--- config.mk ---
export PLATFORM = sky130hd
export DESIGN_NAME = iep_top
export DESIGN_NICKNAME = d
export VERILOG_FILES = /design/src/hw/iep_pkg.sv /design/src/hw/iep_sync.sv /design/src/hw/iep_arb.sv /design/src/hw/iep_top.sv
export VERILOG_INCLUDE_DIRS = /design/src /design/src/hw
export SDC_FILE = /design/constraint.sdc
export NUM_CORES = 1
export LEC_CHECK = 0
export ABC_AREA = 1
export BUFFER_PORTS_ARGS = -buffer_cell sky130_fd_sc_hd__buf_4
export CORE_ASPECT_RATIO = 1.75
export CORE_MARGIN = 8
export CORE_UTILIZATION = 45
export DETAILED_ROUTE_END_ITERATION = 8
export PLACE_DENSITY_LB_ADDON = 0.25
export SLEW_MARGIN = 15
export SYNTH_ARGS = -nofsm -noshare
export SYNTH_HDL_FRONTEND = slang
export SYNTH_SLANG_ARGS = --single-unit
--- constraint.sdc ---
create_clock -name clock -period 2 [get_ports clock]
set_input_delay 0.6 -clock clock [delete_from_list [all_inputs] [get_ports clock]]
set_output_delay 0.6 -clock clock [all_outputs]
set_load 0.02 [all_outputs]
--- src/hw/iep_consts.svh ---
// Overview of operation
// (RQ1) Global gate overrides every individual mask bit
// (RQ2) Main enable bit 6 masks SPI requests
// (RQ3) Bit 5 gates timer two low/high overflow
// (RQ4) Bit 4 masks the UART request
// (RQ5) Bit 3 gates timer one overflow requests
// (RQ6) Bit 2 gates external input one requests
// (RQ7) Bit 1 gates timer zero overflow requests
// (RQ8) Bit 0 gates external input zero requests
// (RQ9) Level register bit 7 reads one, ignores writes
// (RQ10) Level bits choose high or low per source
// (RQ11) Ext one bit 5 gates comparator rise/fall
// (RQ12) Ext one bit 4 gates ADC done
// (RQ13) Ext one bit 3 masks counter array requests
// (RQ14) Ext one bit 2 gates ADC window compare
// (RQ15) Ext one bit 1 gates port match events
// (RQ16) Ext one bit 0 masks SMBus requests
// (RQ17) Ext two bits 7:2 read zero, ignore writes
// (RQ18) Ext two bit 1 gates capsense greater-than
// (RQ19) Ext two bit 0 gates capsense done
// (RQ20) Main registers at A8/B8, byte and bit access
// (RQ21) High never preempted; low preemptable by high
// (RQ22) Higher level first, then fixed source order
// (RQ23) Reset clears every enable and level bit; the extended source levels come in on ext_irq_level and are not reset here
// (RQ24) Software writes zero to ext one bits 7:6
`ifndef IEP_CONSTS_SVH
`define IEP_CONSTS_SVH
`define IEP_ADDR_MASK_MAIN 8'hA8
`define IEP_ADDR_LEVEL_MAIN 8'hB8
`define IEP_ADDR_MASK_EXT1 8'hE6
`define IEP_ADDR_MASK_EXT2 8'hE7
`define IEP_BIT_GLOBAL 7
`define IEP_LEVEL_TOP_READ 1'h1
`define IEP_EXT1_WMASK 8'h3F
`define IEP_EXT2_WMASK 8'h03
`define IEP_RESET_BYTE 8'h00
`define IEP_NUM_VEC 17
`define IEP_VEC_EXT0 0
`define IEP_VEC_TMR0 1
`define IEP_VEC_EXT1 2
`define IEP_VEC_TMR1 3
`define IEP_VEC_UART 4
`define IEP_VEC_TMR2 5
`define IEP_VEC_SPI 6
`define IEP_VEC_SMB 7
`define IEP_VEC_MATCH 8
`define IEP_VEC_ADCWIN 9
`define IEP_VEC_ADCDONE 10
`define IEP_VEC_PCA 11
`define IEP_VEC_CMP 12
`define IEP_VEC_CSDONE 15
`define IEP_VEC_CSGT 16
`define IEP_BIT_SMB 0
`define IEP_BIT_MATCH 1
`define IEP_BIT_ADCWIN 2
`define IEP_BIT_PCA 3
`define IEP_BIT_ADCDONE 4
`define IEP_BIT_CMP 5
`define IEP_BIT_CSDONE 0
`define IEP_BIT_CSGT 1
`endif

--- src/hw/iep_pkg.sv ---
`default_nettype none
package iep_pkg;
   typedef struct packed {
      logic timer_zero_overflow_flag;
      logic timer_one_overflow_flag;
      logic timer_two_low_overflow_flag;
      logic timer_two_high_overflow_flag;
      logic uart_flag;
      logic spi_flag;
      logic smbus_flag;
      logic port_match_flag;
      logic adc_window_flag;
      logic adc_done_flag;
      logic counter_array_flag;
      logic comparator_rise_flag;
      logic comparator_fall_flag;
      logic capsense_done_flag;
      logic capsense_greater_flag;
   } iep_src_t;

   typedef struct packed {
      logic req;
      logic high;
      logic [4:0] idx;
   } iep_grant_t;

   typedef enum logic [1:0] {
      IEP_IDLE,
      IEP_IN_LOW,
      IEP_IN_HIGH,
      IEP_IN_BOTH
   } iep_svc_t;
endpackage
`default_nettype wire

--- src/hw/iep_sync.sv ---
`timescale 1ns/1ps
`default_nettype none
module iep_sync (
   input wire logic clock,
   input wire logic rst_n,
   input wire logic pin,
   output logic level
);
   logic s1_q;
   logic s2_q;
   logic s3_q;

   always_ff @(posedge clock or negedge rst_n) begin
      if (!rst_n) begin
         s1_q <= 1'h0;
         s2_q <= 1'h0;
         s3_q <= 1'h0;
         level <= 1'h0;
      end else begin
         s1_q <= pin;
         s2_q <= s1_q;
         s3_q <= s2_q;
         // Change is taken only once two stages agree
         if (s2_q == s3_q) begin
            level <= s3_q;
         end
      end
   end
endmodule
`default_nettype wire

--- src/hw/iep_arb.sv ---
`timescale 1ns/1ps
`default_nettype none
module iep_arb (
   input wire logic [16:0] req,
   input wire logic [16:0] level,
   input wire logic allow_low,
   input wire logic allow_high,
   output iep_pkg::iep_grant_t grant
);
   logic [4:0] hi_idx;
   logic [4:0] lo_idx;
   logic [16:0] hi_req;
   logic [16:0] lo_req;

   function automatic logic [4:0] first_set(input logic [16:0] v);
      logic [4:0] r;
      r = 5'h00;
      for (int i = 16; i >= 0; i--) begin
         if (v[i]) begin
            r = 5'(i);
         end
      end
      return r;
   endfunction

   assign hi_req = req & level & {17{allow_high}};
   assign lo_req = req & ~level & {17{allow_low}};
   assign hi_idx = first_set(hi_req);
   assign lo_idx = first_set(lo_req);

   always_comb begin
      grant = '0;
      if (|hi_req) begin // RQ22
         grant.req = 1'h1;
         grant.high = 1'h1;
         grant.idx = hi_idx;
      end else if (|lo_req) begin
         grant.req = 1'h1;
         grant.idx = lo_idx;
      end
   end
endmodule
`default_nettype wire

--- src/hw/iep_top.sv ---
`timescale 1ns/1ps
`default_nettype none
`include "iep_consts.svh"
module iep_top (
   input wire logic clock,
   input wire logic rst_n,
   input wire logic [7:0] sfr_addr,
   input wire logic sfr_wr,
   input wire logic sfr_rd,
   input wire logic [7:0] sfr_wdata,
   output logic [7:0] sfr_rdata,
   input wire logic [7:0] bit_addr,
   input wire logic bit_wr,
   input wire logic bit_rd,
   input wire logic bit_wdata,
   output logic bit_rdata,
   input wire iep_pkg::iep_src_t src,
   input wire logic ext_irq_pin_zero,
   input wire logic ext_irq_pin_one,
   input wire logic [9:0] ext_irq_level,
   input wire logic irq_ack,
   input wire logic irq_reti,
   output logic irq_req,
   output logic irq_high,
   output logic [4:0] irq_idx,
   output logic [1:0] in_service
);
   logic [7:0] mask_main_q;
   logic [7:0] mask_main_d;
   logic [6:0] level_main_q;
   logic [6:0] level_main_d;
   logic [5:0] mask_ext1_q;
   logic [5:0] mask_ext1_d;
   logic [1:0] mask_ext2_q;
   logic [1:0] mask_ext2_d;
   logic [7:0] rdata_q;
   logic bit_rdata_q;
   logic [7:0] level_read;
   logic [1:0] pin_level;
   logic [1:0] pin_raw;
   logic [16:0] raw_req;
   logic [16:0] enable_vec;
   logic [16:0] gated_req;
   logic [16:0] level_vec;
   logic allow_low;
   logic allow_high;
   iep_pkg::iep_grant_t grant;
   iep_pkg::iep_grant_t grant_q;
   iep_pkg::iep_svc_t svc_q;
   iep_pkg::iep_svc_t svc_d;

   // Bit address is register base plus bit number
   function automatic logic hits(input logic [7:0] a, input logic [7:0] base);
      return a[7:3] == base[7:3];
   endfunction

   function automatic logic [7:0] read_byte(
      input logic [7:0] a,
      input logic [7:0] m_main,
      input logic [6:0] l_main,
      input logic [5:0] m_ext1,
      input logic [1:0] m_ext2
   );
      logic [7:0] r;
      r = 8'h00;
      case (a)
         `IEP_ADDR_MASK_MAIN: begin
            r = m_main;
         end
         `IEP_ADDR_LEVEL_MAIN: begin
            r = {`IEP_LEVEL_TOP_READ, l_main}; // RQ9
         end
         `IEP_ADDR_MASK_EXT1: begin
            r = {2'h0, m_ext1};
         end
         `IEP_ADDR_MASK_EXT2: begin
            r = {6'h00, m_ext2}; // RQ17
         end
         default: begin
            r = 8'h00;
         end
      endcase
      return r;
   endfunction

   // External pins enter the core clock domain through synchronisers
   assign pin_raw = {ext_irq_pin_one, ext_irq_pin_zero};

   generate
      for (genvar g = 0; g < 2; g++) begin : g_pin
         iep_sync u_sync (
            .clock(clock),
            .rst_n(rst_n),
            .pin(pin_raw[g]),
            .level(pin_level[g])
         );
      end
   endgenerate

   // Byte write first, then a bit write to the same byte wins
   always_comb begin
      mask_main_d = mask_main_q;
      level_main_d = level_main_q;
      mask_ext1_d = mask_ext1_q;
      mask_ext2_d = mask_ext2_q;
      if (sfr_wr) begin
         case (sfr_addr)
            `IEP_ADDR_MASK_MAIN: begin
               mask_main_d = sfr_wdata; // RQ20
            end
            `IEP_ADDR_LEVEL_MAIN: begin
               level_main_d = sfr_wdata[6:0]; // RQ9
            end
            `IEP_ADDR_MASK_EXT1: begin
               mask_ext1_d = 6'(sfr_wdata & `IEP_EXT1_WMASK);
            end
            `IEP_ADDR_MASK_EXT2: begin
               mask_ext2_d = 2'(sfr_wdata & `IEP_EXT2_WMASK); // RQ17
            end
            default: begin
               mask_main_d = mask_main_q;
            end
         endcase
      end
      if (bit_wr) begin
         if (hits(bit_addr, `IEP_ADDR_MASK_MAIN)) begin
            mask_main_d[bit_addr[2:0]] = bit_wdata; // RQ20
         end else if (hits(bit_addr, `IEP_ADDR_LEVEL_MAIN) && bit_addr[2:0] != 3'h7) begin
            level_main_d[bit_addr[2:0]] = bit_wdata; // RQ9
         end
      end
   end

   always_ff @(posedge clock or negedge rst_n) begin
      if (!rst_n) begin
         mask_main_q <= `IEP_RESET_BYTE; // RQ23
         level_main_q <= 7'h00;
         mask_ext1_q <= 6'h00;
         mask_ext2_q <= 2'h0;
      end else begin
         mask_main_q <= mask_main_d;
         level_main_q <= level_main_d;
         mask_ext1_q <= mask_ext1_d;
         mask_ext2_q <= mask_ext2_d;
      end
   end

   // Reads return state as it stood before any same-cycle write
   always_ff @(posedge clock or negedge rst_n) begin
      if (!rst_n) begin
         rdata_q <= 8'h00;
         bit_rdata_q <= 1'h0;
      end else begin
         if (sfr_rd) begin
            rdata_q <= read_byte(sfr_addr, mask_main_q, level_main_q, mask_ext1_q,
                                 mask_ext2_q);
         end
         if (bit_rd) begin
            if (hits(bit_addr, `IEP_ADDR_MASK_MAIN)) begin
               bit_rdata_q <= mask_main_q[bit_addr[2:0]]; // RQ20
            end else if (hits(bit_addr, `IEP_ADDR_LEVEL_MAIN)) begin
               bit_rdata_q <= level_read[bit_addr[2:0]]; // RQ9
            end else begin
               bit_rdata_q <= 1'h0;
            end
         end
      end
   end

   // Byte view of the level register, so bit reads see the forced top bit
   assign level_read = read_byte(`IEP_ADDR_LEVEL_MAIN, mask_main_q, level_main_q, mask_ext1_q,
                                 mask_ext2_q);
   assign sfr_rdata = rdata_q;
   assign bit_rdata = bit_rdata_q;

   // Source requests in fixed vector order
   always_comb begin
      raw_req = 17'h00000;
      raw_req[`IEP_VEC_EXT0] = pin_level[0];
      raw_req[`IEP_VEC_TMR0] = src.timer_zero_overflow_flag;
      raw_req[`IEP_VEC_EXT1] = pin_level[1];
      raw_req[`IEP_VEC_TMR1] = src.timer_one_overflow_flag;
      raw_req[`IEP_VEC_UART] = src.uart_flag;
      raw_req[`IEP_VEC_TMR2] = src.timer_two_low_overflow_flag
                             | src.timer_two_high_overflow_flag; // RQ3
      raw_req[`IEP_VEC_SPI] = src.spi_flag;
      raw_req[`IEP_VEC_SMB] = src.smbus_flag;
      raw_req[`IEP_VEC_MATCH] = src.port_match_flag;
      raw_req[`IEP_VEC_ADCWIN] = src.adc_window_flag;
      raw_req[`IEP_VEC_ADCDONE] = src.adc_done_flag;
      raw_req[`IEP_VEC_PCA] = src.counter_array_flag;
      raw_req[`IEP_VEC_CMP] = src.comparator_rise_flag
                            | src.comparator_fall_flag; // RQ11
      raw_req[`IEP_VEC_CSDONE] = src.capsense_done_flag;
      raw_req[`IEP_VEC_CSGT] = src.capsense_greater_flag;
   end

   // Ext one bits are not in vector order; ADC done and PCA cross
   always_comb begin
      enable_vec = 17'h00000;
      enable_vec[`IEP_VEC_EXT0] = mask_main_q[0]; // RQ8
      enable_vec[`IEP_VEC_TMR0] = mask_main_q[1]; // RQ7
      enable_vec[`IEP_VEC_EXT1] = mask_main_q[2]; // RQ6
      enable_vec[`IEP_VEC_TMR1] = mask_main_q[3]; // RQ5
      enable_vec[`IEP_VEC_UART] = mask_main_q[4]; // RQ4
      enable_vec[`IEP_VEC_TMR2] = mask_main_q[5]; // RQ3
      enable_vec[`IEP_VEC_SPI] = mask_main_q[6]; // RQ2
      enable_vec[`IEP_VEC_SMB] = mask_ext1_q[`IEP_BIT_SMB]; // RQ16
      enable_vec[`IEP_VEC_MATCH] = mask_ext1_q[`IEP_BIT_MATCH]; // RQ15
      enable_vec[`IEP_VEC_ADCWIN] = mask_ext1_q[`IEP_BIT_ADCWIN]; // RQ14
      enable_vec[`IEP_VEC_ADCDONE] = mask_ext1_q[`IEP_BIT_ADCDONE]; // RQ12
      enable_vec[`IEP_VEC_PCA] = mask_ext1_q[`IEP_BIT_PCA]; // RQ13
      enable_vec[`IEP_VEC_CMP] = mask_ext1_q[`IEP_BIT_CMP]; // RQ11
      enable_vec[`IEP_VEC_CSDONE] = mask_ext2_q[`IEP_BIT_CSDONE]; // RQ19
      enable_vec[`IEP_VEC_CSGT] = mask_ext2_q[`IEP_BIT_CSGT]; // RQ18
   end

   assign gated_req = raw_req & enable_vec
                    & {17{mask_main_q[`IEP_BIT_GLOBAL]}}; // RQ1

   // Extended sources take their level from outside
   assign level_vec = {ext_irq_level, level_main_q}; // RQ10

   // High in service blocks all; low in service admits only high
   always_comb begin
      allow_low = 1'h0;
      allow_high = 1'h0;
      case (svc_q)
         iep_pkg::IEP_IDLE: begin
            allow_low = 1'h1;
            allow_high = 1'h1;
         end
         iep_pkg::IEP_IN_LOW: begin
            allow_high = 1'h1; // RQ21
         end
         default: begin
            allow_low = 1'h0; // RQ21
         end
      endcase
   end

   iep_arb u_arb (
      .req(gated_req),
      .level(level_vec),
      .allow_low(allow_low),
      .allow_high(allow_high),
      .grant(grant)
   );

   // Return pops the most recent level before a new grant is taken
   always_comb begin
      svc_d = svc_q;
      case (svc_q)
         iep_pkg::IEP_IDLE: begin
            if (irq_ack && grant_q.req) begin
               svc_d = grant_q.high ? iep_pkg::IEP_IN_HIGH : iep_pkg::IEP_IN_LOW;
            end
         end
         iep_pkg::IEP_IN_LOW: begin
            if (irq_reti) begin
               svc_d = iep_pkg::IEP_IDLE;
            end else if (irq_ack && grant_q.req && grant_q.high) begin
               svc_d = iep_pkg::IEP_IN_BOTH; // RQ21
            end
         end
         iep_pkg::IEP_IN_HIGH: begin
            if (irq_reti) begin
               svc_d = iep_pkg::IEP_IDLE;
            end
         end
         iep_pkg::IEP_IN_BOTH: begin
            if (irq_reti) begin
               svc_d = iep_pkg::IEP_IN_LOW;
            end
         end
         default: begin
            svc_d = iep_pkg::IEP_IDLE;
         end
      endcase
   end

   always_ff @(posedge clock or negedge rst_n) begin
      if (!rst_n) begin
         svc_q <= iep_pkg::IEP_IDLE;
      end else begin
         svc_q <= svc_d;
      end
   end

   // Decoded once per cycle; dropped on ack so one grant is not taken twice
   always_ff @(posedge clock or negedge rst_n) begin
      if (!rst_n) begin
         grant_q <= '0;
      end else if (irq_ack || irq_reti) begin
         grant_q <= '0;
      end else begin
         grant_q <= grant; // RQ22
      end
   end

   assign irq_req = grant_q.req;
   assign irq_high = grant_q.high;
   assign irq_idx = grant_q.idx;
   assign in_service = svc_q;
endmodule
`default_nettype wire

==> results of run 1 <==
[sequential cells by signal, summed over array words and instances, names as in the netlist, 5 cells and up]
name          flops
irq_idx           5
level_main_q      7
mask_ext1_q       6
mask_main_q       8
sfr_rdata         8
[repair_timing]
action / in CTS / in global routing
pin swaps: 0 / 4
setup buffers: 0 / 13
endpoints found under the setup margin: 5 / 4
gates resized for setup: 1 / 21
[worst paths after layout]
path / start / cells after the start / to
worst max-delay path: mask_main_q[7]$_DFF_PN0_ / 15 / irq_idx[1]$_DFF_PN0_
worst min-delay path: rst_n / 1 / mask_ext2_q[1]$_DFFE_PN0P_
worst max register to register: mask_main_q[7]$_DFF_PN0_ / 15 / irq_idx[1]$_DFF_PN0_
worst min register to register: g_pin[0].u_sync.s1_q$_DFF_PN0_ / 0 / g_pin[0].u_sync.s2_q$_DFF_PN0_
max in group asynchronous: rst_n / 1 / in_service[1]$_DFFE_PN0P_
min in group clock: g_pin[0].u_sync.s1_q$_DFF_PN0_ / 0 / g_pin[0].u_sync.s2_q$_DFF_PN0_
[synthesized netlist by cell type, types with 2 or more instances]
cell / n / area (um2)
nor3_2: 12 / 120
dfrtp_1: 49 / 1230
nor2_1: 39 / 146
inv_2: 7 / 26.3
nand2_2: 4 / 25.0
maj3_1: 2 / 20.0
nand2_1: 113 / 424
nand3_1: 25 / 125
nand4_1: 4 / 25.0
a41o_1: 2 / 20.0
o211ai_1: 9 / 67.6
buf_6: 3 / 33.8
nor3_1: 13 / 65.1
nor2_4: 3 / 33.8
nor2_2: 5 / 31.3
a221oi_1: 4 / 35.0
o22ai_1: 5 / 31.3
nand3_2: 5 / 50.1
nand3b_1: 3 / 22.5
inv_1: 77 / 289
a31oi_1: 3 / 18.8
a21oi_1: 13 / 65.1
clkbuf_1: 2 / 7.51
o21ai_0: 41 / 205
buf_2: 2 / 10.0
[layout make-up]
| cell class | instances | share of cell area [%] |
|---|---|---|
| Clock inverter | 2 | 0.874 |
| Tap cell | 86 | 2.42 |
| Clock buffer | 6 | 2.90 |
| Timing Repair Buffer | 112 | 19.3 |
| Multi-Input combinational cell | 318 | 39.2 |
| Sequential cell | 49 | 27.6 |
| Inverter | 86 | 7.61 |
[logic make-up after synthesis]
group                    share of synthesized area [%]
AO/OA/AOI/OAI                                     15.6
adder cells (fa/ha/maj)                          0.606
buffers and inverters                             12.3
AND/OR/NAND/NOR                                   34.5
flip-flops                                        37.1
[metrics by stage]
stage	util (%)	area [um2]	total power (W)	instances
after global routing	61.8	4440	0.00293	659
final	61.8	4440	0.00280	659
after CTS	59.4	4260	0.00276	646
after floorplan	-	3310	0.00151	462
after global placement	57.0	4090	0.00176	638
after detailed placement	57.0	4090	0.00178	638
[power by group]
group	switching (W)	internal (W)
Combinational	0.000392	0.000287
Sequential	0.0000751	0.00107
Clock	0.000381	0.000593
Total	0.000848	0.00195
[metal layers]
| metal | wire, um | vias up | part of all wire (%) |
|---|---|---|---|
| met5 | 0 | - | 0 |
| met4 | 429 | 0 | 4.1 |
| met3 | 604 | 32 | 5.7 |
| met2 | 5920 | 114 | 56 |
| met1 | 3620 | 1622 | 34 |
| li1 | - | 1718 | - |
[critical path, stage by stage, from the launching register on]
cell      delay, ns
dfrtp_1        0.39
buf_12         0.16
buf_4          0.14
buf_4          0.13
nand3_2        0.09
nor3_4         0.05
inv_2          0.07
nand2_2        0.06
nor3_2         0.15
nand2_1        0.12
nor2_4         0.11
nand2_4        0.07
clkinv_4       0.07
nor2_4         0.03
o211ai_2       0.06
o21ai_1        0.09
==> impl_metrics.tcl, run 1 <==
set metrics [dict create \
    cts_tree "yes" \
    hold_violations 0 \
    n_antenna_cell 0 \
    worst_pin_slew_ns 0.651 \
    path_max_fanout 14 \
    crit_required_ns 2.18 \
    gr-usage-met3_pct 3.88 \
    fp.dieW_um 80.8 \
    seqCellArea_um2 1230 \
    avgRoutedWirePerCell_um 16.0 \
    period_share_pct 95.3 \
    seq_area_frac_synth_pct 37.1 \
    grt.met2_usage_pct 39.1 \
    r2r_slack_ns 0.09 \
    drive_gt1_share_pct 30.2 \
    drcViolationCount 0 \
    grt_pass1_wl_um 16600 \
    die_y_um 129 \
    use_met1_pct 19.7 \
    max_freq_mhz 524 \
    gp_congestion 0.910 \
    rows 41 \
    antenna_found_initial 0 \
    grt_usage_pct 20.7 \
    yosys_warnings 0 \
    cts_made_buffers 5 \
    tns_ns 0 \
    core_um2 7180 \
    antenna_left 0 \
    initial_core_util_pct 46.0 \
    areaGrowthSynthToFinish_pct 34.3 \
    final_cell_mix "nand2_1 (110), buf_4 (110), inv_1 (76)" \
    fill_cells 657 \
    hold_buffers 0 \
    status "complete, no violations" \
    drv_cap 0 \
    finClkSkew_ns 0.00753 \
    synthCells 462 \
    grt_max_degree 50 \
    p_leak_nw 2.29 \
    end_kind "register" \
    dieArea_um2 10500 \
    hpwl_um 8300 \
    fin_ws_ns 0.0934 \
    power_density_nw_per_um2 630 \
    clock_latency_ns 0.30 \
    hold_slack_ns 0.322 \
    dpl_worst_slack_ns -0.107 \
    synth_seq_cells 49 \
    syn_area_um2 3310 \
    grt_overflow 0 \
    viasPerCell 5.29 \
    synth_edf_count 0 \
    critPathKind "register to register" \
    ys_dominant_reg_cell "dfrtp_1" \
    top_usage_layer "met2" \
    wl_um 10600 \
    worstHoldPathType "input port to async pin" \
    ys_types 42 \
    root_buffer "clkbuf_16" \
    path_clk_slew_ns 0.07 \
    drtPass1Iterations 5 \
    multi_input_area_um2 1740 \
    cts_sinks 49 \
    relSlewSlack_pct 56.6 \
    postSynthAreaPerCell_um2 7.16 \
    cp-start-kind "register" \
    setup_viol 0 \
    peakVddDrop_uv 620 \
    first_iter_violations 176 \
    max-clock-path-buffers 2 \
    synth_async_sr_flop_share_pct 100 \
    numPortBuffers 75 \
    slew_violations 0 \
    finalCriticalPeriod_ns 1.91 \
    syn-num-nets 522 \
    htree_levels 2 \
    routed-via-count 3486 \
    cp.arrival_ns 2.09 \
    grt_pass1_vias 3557 \
    rsz0062_at_grt "yes" \
    nets 632 \
    ios 78 \
]
No activity file was read; power rests on OpenSTA's default activity.
==> inputs of run 2 (changes only) <==
Settings changed: CORE_UTILIZATION 45 to 54.
==> impl_metrics.tcl, run 2 (synthesized netlist as in run 1, its figures left out) <==
set metrics [dict create \
    status "complete, no violations" \
    dieArea_um2 8980 \
    grt_overflow 0 \
    reg2reg_from "in_service[1]$_DFFE_PN0P_" \
    cts_made_buffers 5 \
    cp-start-kind "register" \
    cp.arrival_ns 2.11 \
    crit_start "in_service[1]$_DFFE_PN0P_" \
    hold_buffers 0 \
    finClkSkew_ns 0.00735 \
    path_clk_slew_ns 0.09 \
    gp_congestion 0.948 \
    grt_max_degree 50 \
    routed-via-count 3509 \
    grt_pass1_vias 3665 \
    cts_sinks 49 \
    drv_cap 0 \
    first_iter_violations 174 \
    core_um2 5880 \
    end_kind "register" \
    nets 627 \
    ios 78 \
    mostFrequentLayoutCell "nand2_1" \
    antenna_left 0 \
    cts_tree "yes" \
    hold_violations 0 \
    rows 37 \
    r2r_slack_ns 0.10 \
    worst_pin_slew_ns 0.645 \
    r2r_end "irq_idx[0]$_DFF_PN0_" \
    path_max_fanout 8 \
    sw_frac_of_total_pct 33.8 \
    r2r_cells 19 \
    crit_required_ns 2.21 \
    critPathKind "register to register" \
    slew_violations 0 \
    clock_power_share_pct 24.6 \
    htree_levels 2 \
    hpwl_um 8420 \
    power_density_nw_per_um2 561 \
    p_leak_nw 2.24 \
    fill_cells 486 \
    n_antenna_cell 0 \
    fp.dieW_um 75.1 \
    period_share_pct 94.8 \
    p_sw_w 0.000825 \
    worstHoldPathType "input port to async pin" \
    combPwrFrac_pct 28.6 \
    root_buffer "clkbuf_8" \
    avgRoutedWirePerCell_um 16.1 \
    grt_usage_pct 24.2 \
    initial_core_util_pct 56.2 \
    drcViolationCount 0 \
    setup_viol 0 \
    fin_ws_ns 0.105 \
    die_y_um 120 \
    numPortBuffers 75 \
    drive_gt1_share_pct 29.6 \
    final_cell_mix "nand2_1 (113), buf_4 (101), inv_1 (77)" \
    p_seq_share_pct 46.8 \
    viasPerCell 5.43 \
    peakVddDrop_uv 540 \
    antenna_found_initial 0 \
    relSlewSlack_pct 57.0 \
    grt_pass1_wl_um 16700 \
    areaGrowthSynthToFinish_pct 31.8 \
    wl_um 10400 \
    clock_latency_ns 0.31 \
    hold_slack_ns 0.293 \
    max_freq_mhz 528 \
    finalCriticalPeriod_ns 1.90 \
    drtPass1Iterations 5 \
    dpl_worst_slack_ns -0.0454 \
    max-clock-path-buffers 2 \
    internal-power_w 0.00162 \
]
[run 2: changes by cell type in the layout (fill, tap and decap cells not counted), sizes merged]
cell,delta
buf,-6
bufinv,-1
clkbuf,+1
clkinv,-2
clkinvlp,+2
inv,+1
[run 2: final cells by class]
type | count | area (um2) | share of cell area, %
tap | 78 | 97.6 | 2.24
inverter | 86 | 335 | 7.69
clock inverter | 2 | 15.0 | 0.345
multi-input combinational | 318 | 1730 | 39.6
sequential | 49 | 1230 | 28.2
timing repair buffer | 107 | 883 | 20.3
clock buffer | 6 | 72.6 | 1.67
[run 2: critical path, stage by stage (launching register included)]
cell and delay (ns):
dfrtp_2 0.47, buf_12 0.16, nor2_8 0.14, inv_6 0.07, nor2_2 0.11, nand2_1 0.08, nand2_1 0.09, nand2_1 0.05
nand2_1 0.06, nand2_1 0.05, nand2_1 0.06, nand2_1 0.04, nand2_1 0.06, nand2_1 0.05, nand2_1 0.05, nand2_1 0.04
nand2_1 0.05, nand2_1 0.05, nand2_1 0.07, inv_1 0.04
[run 2: per-layer routing]
metal,part of all wire (%),track usage (%)
met5,0,0
met4,5.8,16.8
met3,5.2,4.42
met2,55,43.2
met1,34,23.5
[run 2: stage by stage]
step / total power, W / instances / util, % / area (um2) / TNS, ns
after floorplan: 0.00151 / 462 / - / 3310 / 0
after global placement: 0.00179 / 631 / 70.2 / 4130 / -0.00512
after detailed placement: 0.00181 / 631 / 70.2 / 4130 / -0.0871
after CTS: 0.00240 / 639 / 71.7 / 4220 / 0
after global routing: 0.00257 / 646 / 74.1 / 4360 / -0.0140
final: 0.00244 / 646 / 74.1 / 4360 / 0
[run 2: repair_timing]
| action | CTS | global route |
|---|---|---|
| setup buffers | 0 | 6 |
| gates resized for setup | 0 | 15 |
| endpoints found under the setup margin | 0 | 5 |
[run 2: how the worst max path moves through the flow]
stage / to / slack [ns]
after floorplan: level_main_q[1]$_DFF_PN0_ / 0.25
after global placement: irq_idx[1]$_DFF_PN0_ / -0.005
after detailed placement: irq_idx[1]$_DFF_PN0_ / -0.05
after CTS: irq_idx[0]$_DFF_PN0_ / 0.07
after global routing: irq_idx[0]$_DFF_PN0_ / -0.01
final: irq_idx[0]$_DFF_PN0_ / 0.10
[run 2: power by group through the flow]
stage / Sequential (W) / Combinational (W) / Clock [W]
3_5_place_dp: 0.00116 / 0.000649 / 0
6_report: 0.00114 / 0.000699 / 0.000601
2_1_floorplan: 0.00116 / 0.000359 / 0
5_1_grt: 0.00115 / 0.000771 / 0.000645
3_3_place_gp: 0.00116 / 0.000633 / 0
4_1_cts: 0.00114 / 0.000651 / 0.000608
==> inputs of run 3 (changes only) <==
Clock period 2 ns to 2.08 ns, I/O delays scaled along.
==> impl_metrics.tcl, run 3 (synthesized netlist as in run 1, its figures left out) <==
set metrics [dict create \
    status "complete, no violations" \
    routed.top_layer "met4" \
    nets 620 \
    combPwrFrac_pct 27.0 \
    cts_made_buffers 5 \
    avgRoutedWirePerCell_um 15.8 \
    first_iter_violations 149 \
    slew_violations 0 \
    rows 37 \
    cts_sinks 49 \
    worst_pin_slew_ns 0.639 \
    drcViolationCount 0 \
    worstHoldPathType "input port to async pin" \
    max-clock-path-buffers 2 \
    post-route-util_pct 71.2 \
    gp_congestion 0.933 \
    relSlewSlack_pct 57.4 \
    fp.dieW_um 75.1 \
    grt_usage_pct 23.5 \
    die_y_um 120 \
    htree_levels 2 \
    p_seq_share_pct 47.6 \
    end_kind "register" \
    cp-start-kind "register" \
    path_clk_slew_ns 0.09 \
    n_antenna_cell 0 \
    p_sw_w 0.000758 \
    grt_pass1_wl_um 16100 \
    hpwl_um 8180 \
    antenna_left 0 \
    fill_cells 534 \
    period_share_pct 94.0 \
    drive_gt1_share_pct 27.0 \
    final_cell_mix "nand2_1 (113), buf_4 (98), inv_1 (77)" \
    wl_um 10100 \
    setup_viol 0 \
    crit_required_ns 2.32 \
    ios 78 \
    path_max_fanout 13 \
    root_buffer "clkbuf_8" \
    sw_frac_of_total_pct 32.9 \
    routed-via-count 3452 \
    crit_chain "buf_12 > inv_2 > nor3_1 > nand3_1 > nand2_2 > nor3_2 > nand2_1 > nor2_4 > nand2_4 > clkinv_4 > nor2_4 > o211ai_2 > o21ai_1" \
    viasPerCell 5.41 \
    clock_latency_ns 0.31 \
    critPathKind "register to register" \
    p_leak_nw 2.19 \
    internal-power_w 0.00154 \
    cpMostUsedCell "nor2_4" \
    mostFrequentLayoutCell "nand2_1" \
    hold_slack_ns 0.327 \
    drv_cap 0 \
    dieArea_um2 8980 \
    wl_met2_um 5390 \
    clock_power_share_pct 25.4 \
    grt_max_degree 50 \
    route.met3.wl_um 528 \
    peakVddDrop_uv 487 \
    cts_tree "yes" \
    fin_area_um2 4190 \
    cp_slowest_cell "dfrtp_1" \
    power_w 0.00230 \
    initial_core_util_pct 56.2 \
    finalCriticalPeriod_ns 1.95 \
    antenna_found_initial 0 \
    slowest_delay_ns 0.38 \
    final_cells 638 \
    placed_cells 626 \
    cp.arrival_ns 2.19 \
    postPlaceCellArea_um2 4050 \
    power_density_nw_per_um2 549 \
    numPortBuffers 75 \
    drtPass1Iterations 5 \
    areaGrowthSynthToFinish_pct 26.7 \
    finClkSkew_ns 0.00845 \
    max_freq_mhz 512 \
    grt_overflow 0 \
    grt_pass1_vias 3574 \
    hold_violations 0 \
    wl_met1_um 3560 \
    core_um2 5880 \
    hold_buffers 0 \
]
-- run 3: cell types whose count changed in the layout (fill, tap and decap cells not counted), sizes merged --
cell	delta
buf	-6
clkbuf	-1
clkinvlp	-1
-- run 3: stage by stage --
step / worst slack (ns) / TNS (ns)
2_1_floorplan: 0.310 / 0
3_3_place_gp: 0.0701 / 0
3_5_place_dp: 0.0131 / 0
4_1_cts: 0.152 / 0
5_1_grt: -0.0000870 / -0.0000870
6_report: 0.125 / 0
-- run 3: area by class of cell --
| cell class | count | area [um2] | area share, % |
|---|---|---|---|
| Multi-Input combinational cell | 318 | 1670 | 40.0 |
| Inverter | 86 | 333 | 7.95 |
| Clock buffer | 6 | 82.6 | 1.97 |
| Timing Repair Buffer | 100 | 767 | 18.3 |
| Tap cell | 78 | 97.6 | 2.33 |
| Sequential cell | 49 | 1230 | 29.3 |
| Clock inverter | 1 | 7.51 | 0.179 |
-- run 3: power by group through the flow --
stage	Sequential [W]	Clock, W	Combinational (W)
floorplan	0.00111	0	0.000345
global placement	0.00111	0	0.000579
detailed placement	0.00111	0	0.000595
CTS	0.00110	0.000594	0.000597
global route	0.00111	0.000630	0.000685
finish	0.00110	0.000583	0.000621
-- run 3: what timing repair did --
action | in CTS | in global routing
endpoints found under the hold margin | 0 | 0
buffers inserted | 0 | 5
setup endpoints to repair | 0 | 1
resized for setup | 0 | 2
-- run 3: path summary, 6_finish.rpt --
| kind | end | depth (start not counted) | slack [ns] | from |
|---|---|---|---|---|
| max | irq_idx[1]$_DFF_PN0_ | 13 | 0.13 | mask_main_q[7]$_DFF_PN0_ |
| min | level_main_q[4]$_DFF_PN0_ | 1 | 0.33 | rst_n |
| max reg2reg | irq_idx[1]$_DFF_PN0_ | 13 | 0.13 | mask_main_q[7]$_DFF_PN0_ |
| min reg2reg | g_pin[0].u_sync.s2_q$_DFF_PN0_ | 0 | 0.36 | g_pin[0].u_sync.s1_q$_DFF_PN0_ |
| max in group asynchronous | sfr_rdata[7]$_DFFE_PN0P_ | 1 | 1.32 | rst_n |
| min in group clock | g_pin[0].u_sync.s2_q$_DFF_PN0_ | 0 | 0.36 | g_pin[0].u_sync.s1_q$_DFF_PN0_ |
-- run 3: critical path: cells and delay by family, from the launching register on --
family / cells / cell delay (ns)
AND/OR/NAND/NOR: 8 / 1.06
AO/OA/AOI/OAI: 2 / 0.16
buffers and inverters: 3 / 0.26
flip-flops: 1 / 0.38
-- run 3: metal layers --
metal	track usage, %	vias up
met4	16.1	0
met1	22.4	1591
met3	4.00	40
met5	0	-
li1	-	1696
met2	42.7	125
